### src/design/ssl_pkg.sv
package ssl_pkg;

    localparam int unsigned CHAIN_W   = 8;
    localparam int unsigned SYNC_W    = 2;
    localparam logic [CHAIN_W-1:0] CHAIN_CLEAR = 8'h00;
    localparam logic [SYNC_W-1:0]  SYNC_RESET  = 2'h0;

    typedef logic [CHAIN_W-1:0] ssl_byte_t;

    // Host-driven control pins, both raw and after each synchroniser stage.
    typedef struct packed {
        logic chain_in;
        logic shift_clock;
        logic latch_clock;
        logic shift_clear_n;
        logic output_enable_n;
    } ssl_pins_s;

endpackage

### src/design/ssl_driver.sv
// What this block does
// - Eight-bit shift chain feeds eight-bit latch.
// - Shift clock rise shifts, captures chain input.
// - Latch clock rise copies chain into latch.
// - Clear high lets latch reach outputs.
// - Clear low forces chain, latch, serial output zero.
// - Enable high forces all drains off.
// - Enable low: outputs follow latch directly.
// - Bit one sinks current, zero off.
// - Serial output presents chain's leaving bit.
module ssl_driver
    import ssl_pkg::*;
(
    input  wire logic            core_clk,
    input  wire logic            reset,
    input  wire logic            chain_in,
    input  wire logic            shift_clock,
    input  wire logic            latch_clock,
    input  wire logic            shift_clear_n,
    input  wire logic            output_enable_n,
    output logic      [CHAIN_W-1:0] drain_on,
    output logic      [CHAIN_W-1:0] drain_oe,
    output logic                 serial_out
);

    // Two-stage synchronisers; only the second stage is read by logic.
    ssl_pins_s pins_now;
    ssl_pins_s pins_meta_r;
    ssl_pins_s pins_sync_r;
    logic      shift_clock_prev_r;
    logic      latch_clock_prev_r;
    ssl_byte_t chain_r;
    ssl_byte_t latch_r;
    ssl_byte_t buffer_nxt;

    logic      shift_rise;
    logic      latch_rise;
    logic      regs_cleared;
    logic      buffers_blocked;

    // A rising edge is a high sample whose previous sample was low.
    function automatic logic rose_now(
        input logic level_now,
        input logic level_before
    );
        return level_now && !level_before;
    endfunction

    // Clear wins over every other cause of change in the registers.
    function automatic logic clear_now(
        input logic      sync_reset,
        input ssl_pins_s pins
    );
        return sync_reset || !pins.shift_clear_n;
    endfunction

    // The output buffers are forced low while cleared or disabled.
    function automatic logic blocked_now(
        input logic      sync_reset,
        input ssl_pins_s pins
    );
        return clear_now(sync_reset, pins) || pins.output_enable_n;
    endfunction

    // A latch pulse is passed straight on so the buffers do not lag the latch.
    function automatic ssl_byte_t buffer_source(
        input logic      take_chain,
        input ssl_byte_t chain,
        input ssl_byte_t latch
    );
        return take_chain ? chain : latch;
    endfunction

    always_comb begin
        pins_now                 = '0;
        pins_now.chain_in        = chain_in;
        pins_now.shift_clock     = shift_clock;
        pins_now.latch_clock     = latch_clock;
        pins_now.shift_clear_n   = shift_clear_n;
        pins_now.output_enable_n = output_enable_n;
    end

    // First stage: may go metastable, so nothing but the second stage reads it.
    always_ff @(posedge core_clk) begin
        if (reset) begin
            pins_meta_r <= '0;
        end else begin
            pins_meta_r <= pins_now;
        end
    end

    // Second stage: a reset value of zero holds the clear until pins are seen.
    always_ff @(posedge core_clk) begin
        if (reset) begin
            pins_sync_r <= '0;
        end else begin
            pins_sync_r <= pins_meta_r;
        end
    end

    always_ff @(posedge core_clk) begin
        if (reset) begin
            shift_clock_prev_r <= 1'b0;
        end else begin
            shift_clock_prev_r <= pins_sync_r.shift_clock;
        end
    end

    always_ff @(posedge core_clk) begin
        if (reset) begin
            latch_clock_prev_r <= 1'b0;
        end else begin
            latch_clock_prev_r <= pins_sync_r.latch_clock;
        end
    end

    assign shift_rise      = rose_now(pins_sync_r.shift_clock, shift_clock_prev_r);
    assign latch_rise      = rose_now(pins_sync_r.latch_clock, latch_clock_prev_r);
    assign regs_cleared    = clear_now(reset, pins_sync_r);
    assign buffers_blocked = blocked_now(reset, pins_sync_r);

    // Shift chain: bit 0 is the first stage.
    always_ff @(posedge core_clk) begin
        if (regs_cleared) begin
            chain_r <= CHAIN_CLEAR;
        end else if (shift_rise) begin
            chain_r <= {chain_r[CHAIN_W-2:0], pins_sync_r.chain_in};
        end
    end

    // Storage latch; clear reaches the chain, latch, serial and buffer registers, not the synchronisers.
    always_ff @(posedge core_clk) begin
        if (regs_cleared) begin
            latch_r <= CHAIN_CLEAR;
        end else if (latch_rise) begin
            latch_r <= chain_r;
        end
    end

    // Serial output tracks the last stage, so it moves with each shift.
    always_ff @(posedge core_clk) begin
        if (regs_cleared) begin
            serial_out <= 1'b0;
        end else if (shift_rise) begin
            serial_out <= chain_r[CHAIN_W-2];
        end
    end

    // Clear and disable both hold every buffer bit low.
    assign buffer_nxt = buffers_blocked
                      ? CHAIN_CLEAR
                      : buffer_source(latch_rise, chain_r, latch_r);

    // Output buffers: a one turns the open-drain switch on (pin pulled low).
    always_ff @(posedge core_clk) begin
        drain_on <= buffer_nxt;
    end

    // The open-drain pin is driven exactly while its switch is on.
    always_ff @(posedge core_clk) begin
        drain_oe <= buffer_nxt;
    end

endmodule

### config.mk
export PLATFORM = sky130hd
export DESIGN_NAME = ssl_driver
export DESIGN_NICKNAME = d
export VERILOG_FILES = /design/src/design/ssl_pkg.sv /design/src/design/ssl_driver.sv
export SDC_FILE = /design/constraint.sdc
export NUM_CORES = 1
export LEC_CHECK = 0
export ABC_AREA = 1
export ABC_CLOCK_PERIOD_IN_PS = 1390
export BUFFER_PORTS_ARGS = -buffer_cell sky130_fd_sc_hd__buf_2
export CAP_MARGIN = 0
export CORE_MARGIN = 1
export CORE_UTILIZATION = 57
export DETAILED_ROUTE_END_ITERATION = 6
export PLACE_DENSITY = 0.84
export SYNTH_ARGS = -nofsm -noshare
export SYNTH_HDL_FRONTEND = slang
export SYNTH_SLANG_ARGS = --single-unit
### constraint.sdc
create_clock -name core_clk -period 1.39 [get_ports core_clk]
set_input_delay 0.139 -clock core_clk [delete_from_list [all_inputs] [get_ports core_clk]]
set_output_delay 0.139 -clock core_clk [all_outputs]
set_load 0.02 [all_outputs]
==> impl_metrics.ini <==
[floorplan]
rows = 16
ios = 24
die_h_microns = 49.9
die_width_microns = 49.9
die_area_sq_um = 2490
core_area_sq_um = 2060
start_util_pct = 63.5

[worst_setup_path]
cp.arrival_ns = 1.28
end_kind = flop
worstSetupStartpointType = flop
cp.required_ns = 1.63
crit_type = flop to flop
crit_fanout = 9

[place]
place_hpwl_microns = 1540
dp_slack_ns = 0.374
gp_congestion = 0.855
port_buffers = 23
dpl.cell_count = 208

[sta]
setup_viol = 0
skew_ns = 0.00962
layout_setup_ws_ns = 0.343
final_max_slew_viol_count = 0
finalCritPeriodShare_pct = 75.3
worstMarginPinSlew_ns = 0.358
slew_headroom_pct = 76.1
hold_viol = 0
whs_ns = 0.145
setup_tns_ns = 0
fin_crit_ns = 1.05
rsz0062_at_grt = false
fmax_mhz = 955

[clock_network]
root_buffer = clkbuf_4
cts_made_buffers = 5
clock_sinks = 36
cts_tree = yes
h-tree-depth = 2
clock_path_buffers = 2
insertion_delay_ns = 0.33
post_cts_resized = 0
clk_pin_slew_ns = 0.10

[detailed_routing]
first_pass_iters = 5
wl_per_cell_microns = 10.5
vias_per_cell = 4.80
drc = 0
ant_nets = 0
routed_wl_microns = 2320
drt_iter0_markers = 22
vias = 1056

[cells_and_area]
antennaDiodeCount = 0
fin_nets = 200
area_delta_synth_final_pct = 14.2
final_cells = 220
drive_above_1_share_pct = 18.7
nFillCells = 159
fin_util_pct = 72.6

[synthesis]
ys_ff_latch = 36
synth_ff_type = dfxtp_1
netlist_top_cells_count = nor2_1 (44), dfxtp_1 (36), inv_1 (31)
syn-cell-area_sq_um = 1310
synth.most_common_cell = nor2_1
synth_area_leaders = dfxtp_1 (55%), nor2_1 (13%), inv_1 (8.9%)
syn_nets = 176
yosysWarnings = 0
async_flop_share_pct = 0
synth_top_area_cell = dfxtp_1
synthDistinctLibCells = 13
seq_area_frac_synth_pct = 55.0
synth_top_area_share_pct = 55.0
avgSynthCellArea_sq_um = 7.75
synth_cells = 169
synth_edf_count = 0

[power_and_ir_drop]
power_leakage_nw = 0.686
p_per_area_nw_per_um2 = 1180
ir_worst_vdd_mv = 0.845

[global_routing]
grt_pass1_vias = 941
grt_pass1_wl_microns = 3800
grtUsageTotal_pct = 22.1
gr-total-overflow = 0
antenna_found_initial = 0
grt_start_max_net_pins = 14

[min_path]
holdCritPathClass = input port to flop

[run]
maxCapViolations = 0

[outcome]
status = complete, no violations
[repair_timing]
action | CTS | global route
setup buffers | 0 | 0
endpoints found under the hold margin | 5 | 0
hold buffers | 5 | 0
[cell families (layout without fill, tap and decap cells)]
kind of cell	count (synthesis)	after routing	synth area share [%]
simple gates	88	88	29.3
flops	36	36	55.0
buf+inv	45	69	15.7
[cell type report]
class | count | area (sq um) | area share (%)
sequential | 36 | 721 | 48.2
multi-input combinational | 88 | 384 | 25.7
timing repair buffer | 28 | 165 | 11.0
tap | 27 | 33.8 | 2.26
inverter | 34 | 128 | 8.53
clock buffer | 7 | 65.1 | 4.35
[state kept, by name, summed over array words and instances (netlist names)]
signal,cells
latch_clock_prev_r,1
pins_meta_r,5
drain_oe,8
latch_r,8
pins_sync_r,5
chain_r,8
shift_clock_prev_r,1
[layout by cell type, fill, tap and decap left out]
cell	Yosys	final
clkinv_1	1	1
inv_2	2	2
nor2_1	44	44
dfxtp_1	36	36
nand3_1	16	16
nor2_4	1	1
nand2_2	1	1
nor2_8	1	1
buf_2	2	23
dlygate4sd3_1	0	5
inv_1	31	31
nand2_1	24	24
clkbuf_8	0	2
nand2_4	1	1
clkbuf_4	0	5
[metal layers]
layer	track usage (%)	wire [microns]	part of all wire [%]
met5	0	0	0
met1	18.6	910	39
met4	14.3	62	2.7
met2	41.2	1210	52
met3	9.26	137	5.9
[worst max-delay path, stage by stage, from the launching register on]
cell and delay, ns:
dfxtp_1 0.33, clkinv_1 0.22, nand2_4 0.18, nand2_1 0.08
nand2_1 0.10, nor2_1 0.04
[through the flow]
| step | power, W | instance area (sq um) |
|---|---|---|
| global route | 0.00184 | 1500 |
| floorplan | 0.00115 | 1310 |
| detailed placement | 0.00117 | 1380 |
| CTS | 0.00178 | 1500 |
| global placement | 0.00117 | 1380 |
| finish | 0.00177 | 1500 |
[report_power, final]
group,internal [W],leakage (nW),switching [W]
sequential,0.00105,0.292,0.0000116
combinational,0.0000405,0.357,0.0000581
clock,0.000287,0.0374,0.000322
[worst paths after layout]
kind              slack [ns]              to                from  cells after the start
hold reg to reg         0.41  pins_sync_r[4]      pins_meta_r[4]                      2
hold / removal          0.14  pins_sync_r[4]               reset                      2
setup / recovery        0.34     drain_oe[2]  latch_clock_prev_r                      5
setup reg to reg        0.34     drain_oe[2]  latch_clock_prev_r                      5
No activity file was read; power rests on OpenSTA's default activity.
